## src/shared/budget_pkg.sv

```systemverilog
// Constants and types for the power budgeting capability registers
package budget_pkg;
   localparam int ADDR_W = 12;
   localparam int DATA_W = 32;
   localparam int ENTRY_COUNT = 8;
   localparam int ENTRY_IDX_W = 3;

   localparam logic [11:0] HEADER_OFFSET = 12'h280;
   localparam logic [11:0] SELECT_OFFSET = 12'h284;
   localparam logic [11:0] WINDOW_OFFSET = 12'h288;
   localparam logic [11:0] FLAGS_OFFSET = 12'h28C;
   localparam logic [11:0] SWITCH_CONTROL_REGISTER_OFFSET = 12'h290;
   localparam logic [11:0] ENTRY_BASE = 12'h300;
   localparam logic [11:0] ENTRY_LAST = 12'h31C;

   localparam int CAPABILITY_IDENTIFIER_LSB = 0;
   localparam int CAPABILITY_IDENTIFIER_W = 16;
   localparam int CAPABILITY_VERSION_LSB = 16;
   localparam int CAPABILITY_VERSION_W = 4;
   localparam int NXT_LSB = 20;
   localparam int NXT_W = 12;
   localparam int SEL_W = 8;
   localparam int SA_BIT = 0;
   localparam int UNLOCK_BIT = 0;
   localparam int LOCK_BIT = 1;

   localparam logic [15:0] CAPABILITY_IDENTIFIER_RESET = 16'h0000;
   localparam logic [3:0] CAPABILITY_VERSION_RESET = 4'h0;
   localparam logic [11:0] NXT_END = 12'h000;
   localparam logic [7:0] SEL_RESET = 8'h00;
   localparam logic [7:0] SEL_MAX = 8'h07;
   localparam logic SA_RESET = 1'b0;
   localparam logic UNLOCK_RESET = 1'b0;
   localparam logic LOCK_RESET = 1'b0;

   localparam logic [1:0] RESP_OKAY = 2'b00;
   localparam logic [1:0] RESP_SLVERR = 2'b10;

   typedef enum logic [5:0] {
      RS_NONE = 6'b000000,
      RS_HEADER = 6'b000001,
      RS_SELECT = 6'b000010,
      RS_WINDOW = 6'b000100,
      RS_FLAGS = 6'b001000,
      RS_SWITCH_CONTROL_REGISTER = 6'b010000,
      RS_ENTRY = 6'b100000
   } reg_sel_t;

   typedef enum logic [1:0] {
      WR_COLLECT = 2'b01,
      WR_RESP = 2'b10
   } wr_state_t;

   typedef enum logic [1:0] {
      RD_IDLE = 2'b01,
      RD_RESP = 2'b10
   } rd_state_t;
endpackage

```

## src/core/power_budget_capability_regs.sv

```systemverilog
// Power budgeting capability register bank behind an AXI4-Lite slave
// Operation
// - Lockable 16-bit capability identifier, resets zero
// - Lockable 4-bit capability version, resets zero
// - Lockable 12-bit next pointer, zero ends list
// - Eight-bit read-write entry selector, resets zero
// - Selector above seven makes window read zero
// - Window shows entry chosen by selector
// - Lockable system allocated flag, resets zero
// - Eight sticky 32-bit entries at 0x300-0x31C
// - Entry writes accepted only while unlocked
// - Locked entries discard every write
`timescale 1ns/10ps
module power_budget_capability_regs #(
   parameter logic [11:0] NEXT_PTR_RESET = budget_pkg::NXT_END // Next pointer after reset
) (
   input wire logic aclk, // Clock
   input wire logic aresetn, // Synchronous reset, active low
   input wire logic [11:0] s_axi_awaddr, // Write address
   input wire logic s_axi_awvalid, // Write address valid
   output logic s_axi_awready, // Write address ready
   input wire logic [31:0] s_axi_wdata, // Write data
   input wire logic [3:0] s_axi_wstrb, // Write byte strobes
   input wire logic s_axi_wvalid, // Write data valid
   output logic s_axi_wready, // Write data ready
   output logic [1:0] s_axi_bresp, // Write response
   output logic s_axi_bvalid, // Write response valid
   input wire logic s_axi_bready, // Write response ready
   input wire logic [11:0] s_axi_araddr, // Read address
   input wire logic s_axi_arvalid, // Read address valid
   output logic s_axi_arready, // Read address ready
   output logic [31:0] s_axi_rdata, // Read data
   output logic [1:0] s_axi_rresp, // Read response
   output logic s_axi_rvalid, // Read data valid
   input wire logic s_axi_rready, // Read data ready
   input wire logic eeprom_wr_en, // Serial EEPROM loader write
   input wire logic [11:0] eeprom_addr, // Loader byte address
   input wire logic [31:0] eeprom_wdata // Loader full word
);
   budget_pkg::wr_state_t wr_state_reg, wr_state_next;
   budget_pkg::rd_state_t rd_state_reg, rd_state_next;
   budget_pkg::reg_sel_t wr_sel, ar_sel;

   logic aw_held_reg, aw_held_next, w_held_reg, w_held_next;
   logic [11:0] aw_addr_reg;
   logic [31:0] w_data_reg;
   logic [3:0] w_strb_reg;
   logic awready_reg, wready_reg, bvalid_reg, arready_reg, rvalid_reg;
   logic [1:0] bresp_reg, rresp_reg;
   logic [31:0] rdata_reg;
   logic aw_fire, w_fire, b_fire, ar_fire, r_fire;
   logic bus_wr_go, wr_go, lock_ok, entry_wr_en;
   logic [11:0] wr_addr;
   logic [31:0] wr_data, wr_mask;
   logic [15:0] capability_identifier_reg;
   logic [3:0] capability_version_reg;
   logic [11:0] nxt_ptr_reg;
   logic [7:0] sel_reg;
   logic sa_reg, unlock_reg, lock_reg;
   logic [31:0] header_word, select_word, flags_word, switch_control_register_word, hdr_merged;
   logic [31:0] sel_merged, flags_merged, switch_control_register_merged;
   logic [31:0] win_data, window_word, entry_rd_data, rd_word;

   // Word address decode shared by both channels
   function automatic budget_pkg::reg_sel_t decode_reg(input logic [11:0] addr);
      decode_reg = budget_pkg::RS_NONE;
      if (addr[11:2] == budget_pkg::HEADER_OFFSET[11:2]) begin
         decode_reg = budget_pkg::RS_HEADER;
      end else if (addr[11:2] == budget_pkg::SELECT_OFFSET[11:2]) begin
         decode_reg = budget_pkg::RS_SELECT;
      end else if (addr[11:2] == budget_pkg::WINDOW_OFFSET[11:2]) begin
         decode_reg = budget_pkg::RS_WINDOW;
      end else if (addr[11:2] == budget_pkg::FLAGS_OFFSET[11:2]) begin
         decode_reg = budget_pkg::RS_FLAGS;
      end else if (addr[11:2] == budget_pkg::SWITCH_CONTROL_REGISTER_OFFSET[11:2]) begin
         decode_reg = budget_pkg::RS_SWITCH_CONTROL_REGISTER;
      end else if (addr[11:5] == budget_pkg::ENTRY_BASE[11:5]) begin
         decode_reg = budget_pkg::RS_ENTRY;
      end
   endfunction

   function automatic logic [31:0] strb_mask(input logic [3:0] strb);
      for (int i = 0; i < 4; i++) begin
         strb_mask[8*i +: 8] = {8{strb[i]}};
      end
   endfunction

   function automatic logic [31:0] merge_word(input logic [31:0] old_w,
                                              input logic [31:0] new_w,
                                              input logic [31:0] mask);
      merge_word = (old_w & ~mask) | (new_w & mask);
   endfunction

   // Handshakes
   assign aw_fire = s_axi_awvalid && awready_reg;
   assign w_fire = s_axi_wvalid && wready_reg;
   assign b_fire = bvalid_reg && s_axi_bready;
   assign ar_fire = s_axi_arvalid && arready_reg;
   assign r_fire = rvalid_reg && s_axi_rready;

   // Loader has priority; a bus write waits for as long as the loader writes
   assign bus_wr_go = aw_held_reg && w_held_reg && !eeprom_wr_en &&
                      (wr_state_reg == budget_pkg::WR_COLLECT);
   assign wr_go = eeprom_wr_en || bus_wr_go;
   assign lock_ok = eeprom_wr_en || !lock_reg;

   always_comb begin
      if (eeprom_wr_en) begin
         wr_addr = eeprom_addr;
         wr_data = eeprom_wdata;
         wr_mask = 32'hFFFF_FFFF;
      end else begin
         wr_addr = aw_addr_reg;
         wr_data = w_data_reg;
         wr_mask = strb_mask(w_strb_reg);
      end
   end

   assign wr_sel = decode_reg(wr_addr);
   assign ar_sel = decode_reg(s_axi_araddr);
   assign entry_wr_en = wr_go && (wr_sel == budget_pkg::RS_ENTRY);

   // Write channel
   assign aw_held_next = aw_fire ? 1'b1 : (bus_wr_go ? 1'b0 : aw_held_reg);
   assign w_held_next = w_fire ? 1'b1 : (bus_wr_go ? 1'b0 : w_held_reg);

   always_comb begin
      case (wr_state_reg)
         budget_pkg::WR_COLLECT: begin
            wr_state_next = bus_wr_go ? budget_pkg::WR_RESP : budget_pkg::WR_COLLECT;
         end
         budget_pkg::WR_RESP: begin
            wr_state_next = b_fire ? budget_pkg::WR_COLLECT : budget_pkg::WR_RESP;
         end
         default: begin
            wr_state_next = budget_pkg::WR_COLLECT;
         end
      endcase
   end

   always_ff @(posedge aclk) begin
      if (!aresetn) begin
         wr_state_reg <= budget_pkg::WR_COLLECT;
         bvalid_reg <= 1'b0;
      end else begin
         wr_state_reg <= wr_state_next;
         bvalid_reg <= (wr_state_next == budget_pkg::WR_RESP);
      end
   end

   always_ff @(posedge aclk) begin
      if (!aresetn) begin
         aw_held_reg <= 1'b0;
         w_held_reg <= 1'b0;
         awready_reg <= 1'b0;
         wready_reg <= 1'b0;
      end else begin
         aw_held_reg <= aw_held_next;
         w_held_reg <= w_held_next;
         awready_reg <= !aw_held_next && (wr_state_next == budget_pkg::WR_COLLECT);
         wready_reg <= !w_held_next && (wr_state_next == budget_pkg::WR_COLLECT);
      end
   end

   always_ff @(posedge aclk) begin
      if (!aresetn) begin
         aw_addr_reg <= 12'h000;
         w_data_reg <= 32'h0000_0000;
         w_strb_reg <= 4'h0;
      end else begin
         if (aw_fire) begin
            aw_addr_reg <= s_axi_awaddr;
         end
         if (w_fire) begin
            w_data_reg <= s_axi_wdata;
            w_strb_reg <= s_axi_wstrb;
         end
      end
   end

   always_ff @(posedge aclk) begin
      if (!aresetn) begin
         bresp_reg <= budget_pkg::RESP_OKAY;
      end else if (bus_wr_go) begin
         bresp_reg <= (wr_sel == budget_pkg::RS_NONE) ?
                      budget_pkg::RESP_SLVERR : budget_pkg::RESP_OKAY;
      end
   end

   // Capability header
   assign header_word = {nxt_ptr_reg, capability_version_reg, capability_identifier_reg};
   assign hdr_merged = merge_word(header_word, wr_data, wr_mask);

   always_ff @(posedge aclk) begin
      if (!aresetn) begin
         capability_identifier_reg <= budget_pkg::CAPABILITY_IDENTIFIER_RESET;
         capability_version_reg <= budget_pkg::CAPABILITY_VERSION_RESET;
         nxt_ptr_reg <= NEXT_PTR_RESET;
      end else if (wr_go && lock_ok && (wr_sel == budget_pkg::RS_HEADER)) begin
         capability_identifier_reg <= hdr_merged[budget_pkg::CAPABILITY_IDENTIFIER_LSB +: budget_pkg::CAPABILITY_IDENTIFIER_W];
         capability_version_reg <= hdr_merged[budget_pkg::CAPABILITY_VERSION_LSB +: budget_pkg::CAPABILITY_VERSION_W];
         nxt_ptr_reg <= hdr_merged[budget_pkg::NXT_LSB +: budget_pkg::NXT_W];
      end
   end

   // Entry selector, never locked
   assign select_word = {24'h00_0000, sel_reg};
   assign sel_merged = merge_word(select_word, wr_data, wr_mask);
   always_ff @(posedge aclk) begin
      if (!aresetn) begin
         sel_reg <= budget_pkg::SEL_RESET;
      end else if (wr_go && (wr_sel == budget_pkg::RS_SELECT)) begin
         sel_reg <= sel_merged[budget_pkg::SEL_W-1:0];
      end
   end

   // System allocated flag
   assign flags_word = {31'h0000_0000, sa_reg};
   assign flags_merged = merge_word(flags_word, wr_data, wr_mask);
   always_ff @(posedge aclk) begin
      if (!aresetn) begin
         sa_reg <= budget_pkg::SA_RESET;
      end else if (wr_go && lock_ok && (wr_sel == budget_pkg::RS_FLAGS)) begin
         sa_reg <= flags_merged[budget_pkg::SA_BIT];
      end
   end

   // Switch control: entry unlock and a lock that holds until reset
   assign switch_control_register_word = {30'h0000_0000, lock_reg, unlock_reg};
   assign switch_control_register_merged = merge_word(switch_control_register_word, wr_data, wr_mask);
   always_ff @(posedge aclk) begin
      if (!aresetn) begin
         unlock_reg <= budget_pkg::UNLOCK_RESET;
         lock_reg <= budget_pkg::LOCK_RESET;
      end else if (wr_go && (wr_sel == budget_pkg::RS_SWITCH_CONTROL_REGISTER)) begin
         unlock_reg <= switch_control_register_merged[budget_pkg::UNLOCK_BIT];
         lock_reg <= lock_reg | (wr_data[budget_pkg::LOCK_BIT] &
                                 wr_mask[budget_pkg::LOCK_BIT]);
      end
   end

   budget_entry_bank #(
      .ENTRIES(budget_pkg::ENTRY_COUNT),
      .IDX_W(budget_pkg::ENTRY_IDX_W),
      .DATA_W(budget_pkg::DATA_W)
   ) u_entries (
      .clk(aclk),
      .wr_en(entry_wr_en),
      .unlock(unlock_reg),
      .wr_idx(wr_addr[4:2]),
      .wr_data(wr_data),
      .wr_mask(wr_mask),
      .sel_idx(sel_reg[2:0]),
      .sel_data(win_data),
      .rd_idx(s_axi_araddr[4:2]),
      .rd_data(entry_rd_data)
   );

   // Window hides stored data when the selector is out of range
   assign window_word = (sel_reg > budget_pkg::SEL_MAX) ? 32'h0000_0000 : win_data;

   always_comb begin
      case (ar_sel)
         budget_pkg::RS_HEADER: rd_word = header_word;
         budget_pkg::RS_SELECT: rd_word = select_word;
         budget_pkg::RS_WINDOW: rd_word = window_word;
         budget_pkg::RS_FLAGS: rd_word = flags_word;
         budget_pkg::RS_SWITCH_CONTROL_REGISTER: rd_word = switch_control_register_word;
         budget_pkg::RS_ENTRY: rd_word = entry_rd_data;
         default: rd_word = 32'h0000_0000;
      endcase
   end

   // Read channel
   always_comb begin
      case (rd_state_reg)
         budget_pkg::RD_IDLE: begin
            rd_state_next = ar_fire ? budget_pkg::RD_RESP : budget_pkg::RD_IDLE;
         end
         budget_pkg::RD_RESP: begin
            rd_state_next = r_fire ? budget_pkg::RD_IDLE : budget_pkg::RD_RESP;
         end
         default: begin
            rd_state_next = budget_pkg::RD_IDLE;
         end
      endcase
   end

   always_ff @(posedge aclk) begin
      if (!aresetn) begin
         rd_state_reg <= budget_pkg::RD_IDLE;
         arready_reg <= 1'b0;
         rvalid_reg <= 1'b0;
      end else begin
         rd_state_reg <= rd_state_next;
         arready_reg <= (rd_state_next == budget_pkg::RD_IDLE);
         rvalid_reg <= (rd_state_next == budget_pkg::RD_RESP);
      end
   end

   always_ff @(posedge aclk) begin
      if (!aresetn) begin
         rdata_reg <= 32'h0000_0000;
         rresp_reg <= budget_pkg::RESP_OKAY;
      end else if (ar_fire) begin
         rdata_reg <= rd_word;
         rresp_reg <= (ar_sel == budget_pkg::RS_NONE) ?
                      budget_pkg::RESP_SLVERR : budget_pkg::RESP_OKAY;
      end
   end

   assign s_axi_awready = awready_reg;
   assign s_axi_wready = wready_reg;
   assign s_axi_bvalid = bvalid_reg;
   assign s_axi_bresp = bresp_reg;
   assign s_axi_arready = arready_reg;
   assign s_axi_rvalid = rvalid_reg;
   assign s_axi_rdata = rdata_reg;
   assign s_axi_rresp = rresp_reg;

   hdr_reset_a: assert property (@(posedge aclk) disable iff (!aresetn)
      $rose(aresetn) |-> capability_identifier_reg == budget_pkg::CAPABILITY_IDENTIFIER_RESET &&
                         capability_version_reg == budget_pkg::CAPABILITY_VERSION_RESET && !sa_reg)
      else $error("header not cleared by reset");
   nxt_reset_a: assert property (@(posedge aclk) disable iff (!aresetn)
      $rose(aresetn) |-> nxt_ptr_reg == NEXT_PTR_RESET)
      else $error("next pointer reset wrong");
   hdr_write_a: assert property (@(posedge aclk) disable iff (!aresetn)
      wr_go && lock_ok && wr_sel == budget_pkg::RS_HEADER
      |=> header_word == $past(hdr_merged))
      else $error("header write not stored");
   hdr_locked_a: assert property (@(posedge aclk) disable iff (!aresetn)
      lock_reg && !eeprom_wr_en |=> $stable(header_word) && $stable(sa_reg))
      else $error("locked field changed");
   sel_write_a: assert property (@(posedge aclk) disable iff (!aresetn)
      wr_go && wr_sel == budget_pkg::RS_SELECT && wr_mask[0]
      |=> {24'h00_0000, sel_reg} == ($past(wr_data) & 32'h0000_00FF))
      else $error("selector write lost");
   sa_write_a: assert property (@(posedge aclk) disable iff (!aresetn)
      wr_go && lock_ok && wr_sel == budget_pkg::RS_FLAGS && wr_mask[0]
      |=> {31'h0000_0000, sa_reg} == ($past(wr_data) & 32'h0000_0001))
      else $error("system allocated write lost");
   window_zero_a: assert property (@(posedge aclk) disable iff (!aresetn)
      ar_fire && ar_sel == budget_pkg::RS_WINDOW && sel_reg > budget_pkg::SEL_MAX
      |=> rvalid_reg && rdata_reg == 32'h0000_0000)
      else $error("out of range window not zero");
   window_data_a: assert property (@(posedge aclk) disable iff (!aresetn)
      ar_fire && ar_sel == budget_pkg::RS_WINDOW && sel_reg <= budget_pkg::SEL_MAX
      |=> rdata_reg == $past(win_data))
      else $error("window shows wrong entry");
   entry_read_a: assert property (@(posedge aclk) disable iff (!aresetn)
      ar_fire && ar_sel == budget_pkg::RS_ENTRY
      |=> rdata_reg == $past(entry_rd_data) && rresp_reg == budget_pkg::RESP_OKAY)
      else $error("entry read wrong");
   reserved_zero_a: assert property (@(posedge aclk) disable iff (!aresetn)
      ar_fire && (ar_sel == budget_pkg::RS_SELECT || ar_sel == budget_pkg::RS_FLAGS)
      |=> rdata_reg[31:8] == 24'h00_0000 &&
          ($past(ar_sel) != budget_pkg::RS_FLAGS || rdata_reg[7:1] == 7'h00))
      else $error("reserved bits not zero");
   entry_gate_a: assert property (@(posedge aclk) disable iff (!aresetn)
      entry_wr_en && !unlock_reg |=> $stable(win_data))
      else $error("locked entry write changed window");
endmodule

```

## src/core/budget_entry_bank.sv

```systemverilog
// Sticky budget data entries with unlock-gated writes
`timescale 1ns/10ps
module budget_entry_bank #(
   parameter int ENTRIES = 8, // Number of entries
   parameter int IDX_W = 3, // Entry index width
   parameter int DATA_W = 32 // Entry width
) (
   input wire logic clk, // Clock
   input wire logic wr_en, // Write request
   input wire logic unlock, // Entry unlock level
   input wire logic [IDX_W-1:0] wr_idx, // Written entry
   input wire logic [DATA_W-1:0] wr_data, // Write data
   input wire logic [DATA_W-1:0] wr_mask, // Bit enables
   input wire logic [IDX_W-1:0] sel_idx, // Window entry
   output logic [DATA_W-1:0] sel_data, // Window contents
   input wire logic [IDX_W-1:0] rd_idx, // Direct read entry
   output logic [DATA_W-1:0] rd_data // Direct read contents
);
   // No reset: contents survive a reset
   logic [ENTRIES-1:0][DATA_W-1:0] entry_mem;
   logic [DATA_W-1:0] wr_merged;

   assign wr_merged = (entry_mem[wr_idx] & ~wr_mask) | (wr_data & wr_mask);

   always_ff @(posedge clk) begin
      if (wr_en && unlock) begin
         entry_mem[wr_idx] <= wr_merged;
      end
   end

   assign sel_data = entry_mem[sel_idx];
   assign rd_data = entry_mem[rd_idx];

   entry_locked_a: assert property (@(posedge clk)
      !unlock |=> $stable(entry_mem))
      else $error("entry changed while locked");

   entry_write_a: assert property (@(posedge clk)
      wr_en && unlock |=> entry_mem[$past(wr_idx)] == $past(wr_merged))
      else $error("unlocked entry write lost");
endmodule

```

## config.mk

```make
export PLATFORM = sky130hd
export DESIGN_NAME = power_budget_capability_regs
export DESIGN_NICKNAME = d
export VERILOG_FILES = /design/src/shared/budget_pkg.sv /design/src/core/power_budget_capability_regs.sv /design/src/core/budget_entry_bank.sv
export SDC_FILE = /design/constraint.sdc
export NUM_CORES = 1
export LEC_CHECK = 0
export BUFFER_PORTS_ARGS = -buffer_cell sky130_fd_sc_hd__buf_2
export CAP_MARGIN = 0
export CORE_UTILIZATION = 25
export DETAILED_ROUTE_END_ITERATION = 10
export HOLD_SLACK_MARGIN = 0.1
export PLACE_DENSITY_LB_ADDON = 0.05
export SLEW_MARGIN = 30
export SYNTH_ARGS = -nofsm -noshare
export SYNTH_HDL_FRONTEND = slang
export SYNTH_SLANG_ARGS = --single-unit
```

## constraint.sdc

```tcl
create_clock -name aclk -period 4.26 [get_ports aclk]
set_input_delay 0.213 -clock aclk [delete_from_list [all_inputs] [get_ports aclk]]
set_output_delay 0.213 -clock aclk [all_outputs]
set_load 0.03 [all_outputs]
```

==> out/qor.yml <==
cts_sinks: 390
cpLargestDelayFamily: "compound AO/OA/AOI/OAI gates"
dp_hpwl_um: 50600
internal_power_mw: 7.20
cpMostUsedCell: "buf_4"
synth_area_leaders: "edfxtp_1 (38%), dfxtp_1 (13%), mux4_2 (9.0%)"
port_buffers: 144
clk_pin_slew_ps: 60
reg2reg_from: "aw_addr_reg[4]"
synth_cell_types: 68
finalClockSkew_ps: 19.1
first_iter_violations: 1181
endpoint: "u_entries.entry_mem[150]"
grt_pass1_vias: 16000
die_x_um: 286
cts_made_buffers: 49
dr.pass1.iters: 7
core-area_mm2: 0.0793
post_drt_via_cell_ratio: 5.24
maxCapViolations: 0
via_count: 15600
power.clock.fraction_pct: 46.6
synth_edf_count: 256
timing.rr.end: "u_entries.entry_mem[150]"
grt_overflow: 0
pwr-share-seq_pct: 43.5
switching_share_pct: 24.8
cp_num_cells: 7
p_per_area_mw_per_mm2: 392
fin_crit_sh_pct: 70.5
ys_warn_count: 0
synth.largest_area_cell: "edfxtp_1"
remaining_drc_errors: 0
reg2reg_slack_ps: 1260
grt_pass1_wl_um: 116000
path_cells: "nor2_1 > a32o_1 > buf_4 > buf_4 > a221oi_1 > nand2_1 > o31a_1"
syn_inst: 1731
post_cts_buffers: 0
synth_commonest_cells: "edfxtp_1 (256), nand2_1 (249), dfxtp_1 (134)"
p_leak_nw: 8.55
cts_tree: "built"
grt_max_degree: 90
start_kind: "flip-flop"
num_rows: 103
yosysMostFrequentCell: "edfxtp_1"
start_util_pct: 25.4
fin_crit_ps: 3000
rsz0062_at_grt: "false"
maxSlewHeadroom_pct: 34.5
holdCritStartpoint: "eeprom_wdata[1]"
seq_area_frac_synth_pct: 51.6
setup_violations: 0
drive_gt1_share_pct: 24.1
worstSetupEndpointType: "flip-flop"
critical_path_class: "flip-flop to flip-flop"
cp-startpoint: "aw_addr_reg[4]"
outcome: "completed"
r2r_cells: 7
synth_top_area_share_pct: 38.2
totalWireLength_um: 80800
synthesis.area_mm2: 0.0201
ios: 153
htree_levels: 2
die-area_mm2: 0.0816
hold_viol: 0
maxClockFrequency_ghz: 0.333
avgSynthCellArea_um2: 11.6
cts_root_buf: "clkbuf_16"
drv_slew: 0
cp_num_buf_inv: 2
min_path_cells: 3
ys_ff_latch: 390
gp_congestion: 0.775
cp.required_ps: 4570
clk_latency_ps: 600
netSwitchingPower_mw: 2.37
final.setup.tns_ps: 0
cpPeakStageDelay_ps: 630
grt_use_total_pct: 19.5
postRouteAntennaNets: 0
cp_slowest_cell: "dfxtp_1"
p_comb_share_pct: 9.9
antenna_found_initial: 3
async_flop_share_pct: 0
cts_max_path_buffers: 3
fin_nets: 2006
crit_arrival_ps: 3320
hold_path.class: "input port to flip-flop"
die_h_um: 286
ir_worst_vdd_mv: 0.266
whs_ps: 135
syn_to_final_growth_pct: 21.4
worstMarginPinSlew_ps: 982
ys.flop_type: "edfxtp_1"
worstPathMaxFanout: 12
wl_per_cell_um: 27.1
how the worst min path moves through the flow:
stage,slack (ps),endpoint
finish,140,flip-flop
global route,140,flip-flop
CTS,100,flip-flop
detailed placement,460,flip-flop
global placement,450,flip-flop
floorplan,360,aw_addr_reg[10]
worst register-to-register path, cell delays in order, from the launching register on:
cell	delay, ps
dfxtp_1	630
nor2_1	180
a32o_1	570
buf_4	350
buf_4	230
a221oi_1	320
nand2_1	110
o31a_1	340
per-stage QoR:
stage	util [%]	instance area (µm²)	setup WS, ps	power [mW]	std cells
CTS	30.8	24400	1310	9.70	2979
global route	30.8	24400	1100	9.91	2980
global placement	27.9	22100	1200	5.15	2834
detailed placement	27.9	22100	1230	5.15	2834
floorplan	-	20100	82.7	4.77	1732
finish	30.8	24400	1260	9.57	2981
power groups by stage:
| stage | registers (mW) | logic, mW | clock network [mW] |
|---|---|---|---|
| 2_1_floorplan | 4.26 | 0.501 | 0 |
| 5_1_grt | 4.17 | 1.02 | 4.72 |
| 3_5_place_dp | 4.24 | 0.907 | 0 |
| 6_report | 4.16 | 0.948 | 4.46 |
| 4_1_cts | 4.16 | 0.949 | 4.58 |
| 3_3_place_gp | 4.24 | 0.905 | 0 |
layout make-up:
type / instances / area, µm²
diodes: 1 / 2.50
clock buffers: 68 / 1420
clock inverters: 23 / 312
fillers: 8056 / 54800
inverters: 38 / 143
multi-input cells: 1157 / 9080
flip-flops and latches: 390 / 10400
well taps: 1050 / 1310
repair buffers: 254 / 1760
cell families (layout without fill, tap and decap cells):
group,Yosys count,in the layout,share of synthesized area [%]
flip-flops,390,390,51.6
other,1,3,0.0186
buffers and inverters,185,383,3.91
AND/OR/NAND/NOR,446,446,10.7
multiplexers,238,238,17.1
AO/OA/AOI/OAI,467,467,16.4
adder cells (fa/ha/maj),4,4,0.249
layer usage:
layer | share of wire (%) | GRT usage [%] | routed length, µm | vias up
met5 | 0 | 0 | 0 | -
met4 | 2.5 | 5.25 | 2060 | 0
met3 | 5.8 | 3.34 | 4670 | 155
met2 | 46 | 31.7 | 37100 | 565
met1 | 46 | 26.6 | 37000 | 7901
li1 | - | - | - | 6989
layout by cell type (no fill, tap or decap), types with 16 or more instances in the layout:
cell type      netlist  final
mux4_2              80     80
o21ai_0             51     51
nor2_1              25     23
a21boi_0            47     47
clkbuf_16            0     51
nor3b_1             27     27
buf_2               43    141
o221a_2             23     23
nand2_1            249    249
a21oi_1            112    111
mux2_2              48     47
buf_4                4     53
dlygate4sd3_1        0     54
a31oi_1             31     31
mux2i_1            110    109
dfxtp_1            134    131
inv_1               38     38
edfxtp_1           256    256
nand3_1             33     33
o31a_1              22     22
and2_1              32     32
nor2b_1             24     16
a22oi_1             87     87
a221oi_1            35     35
what timing repair did:
item | CTS | global route
hold buffers | 54 | 0
resized for setup | 0 | 0
endpoints found under the hold margin | 58 | 0
Power figures use the tool's default switching activity.
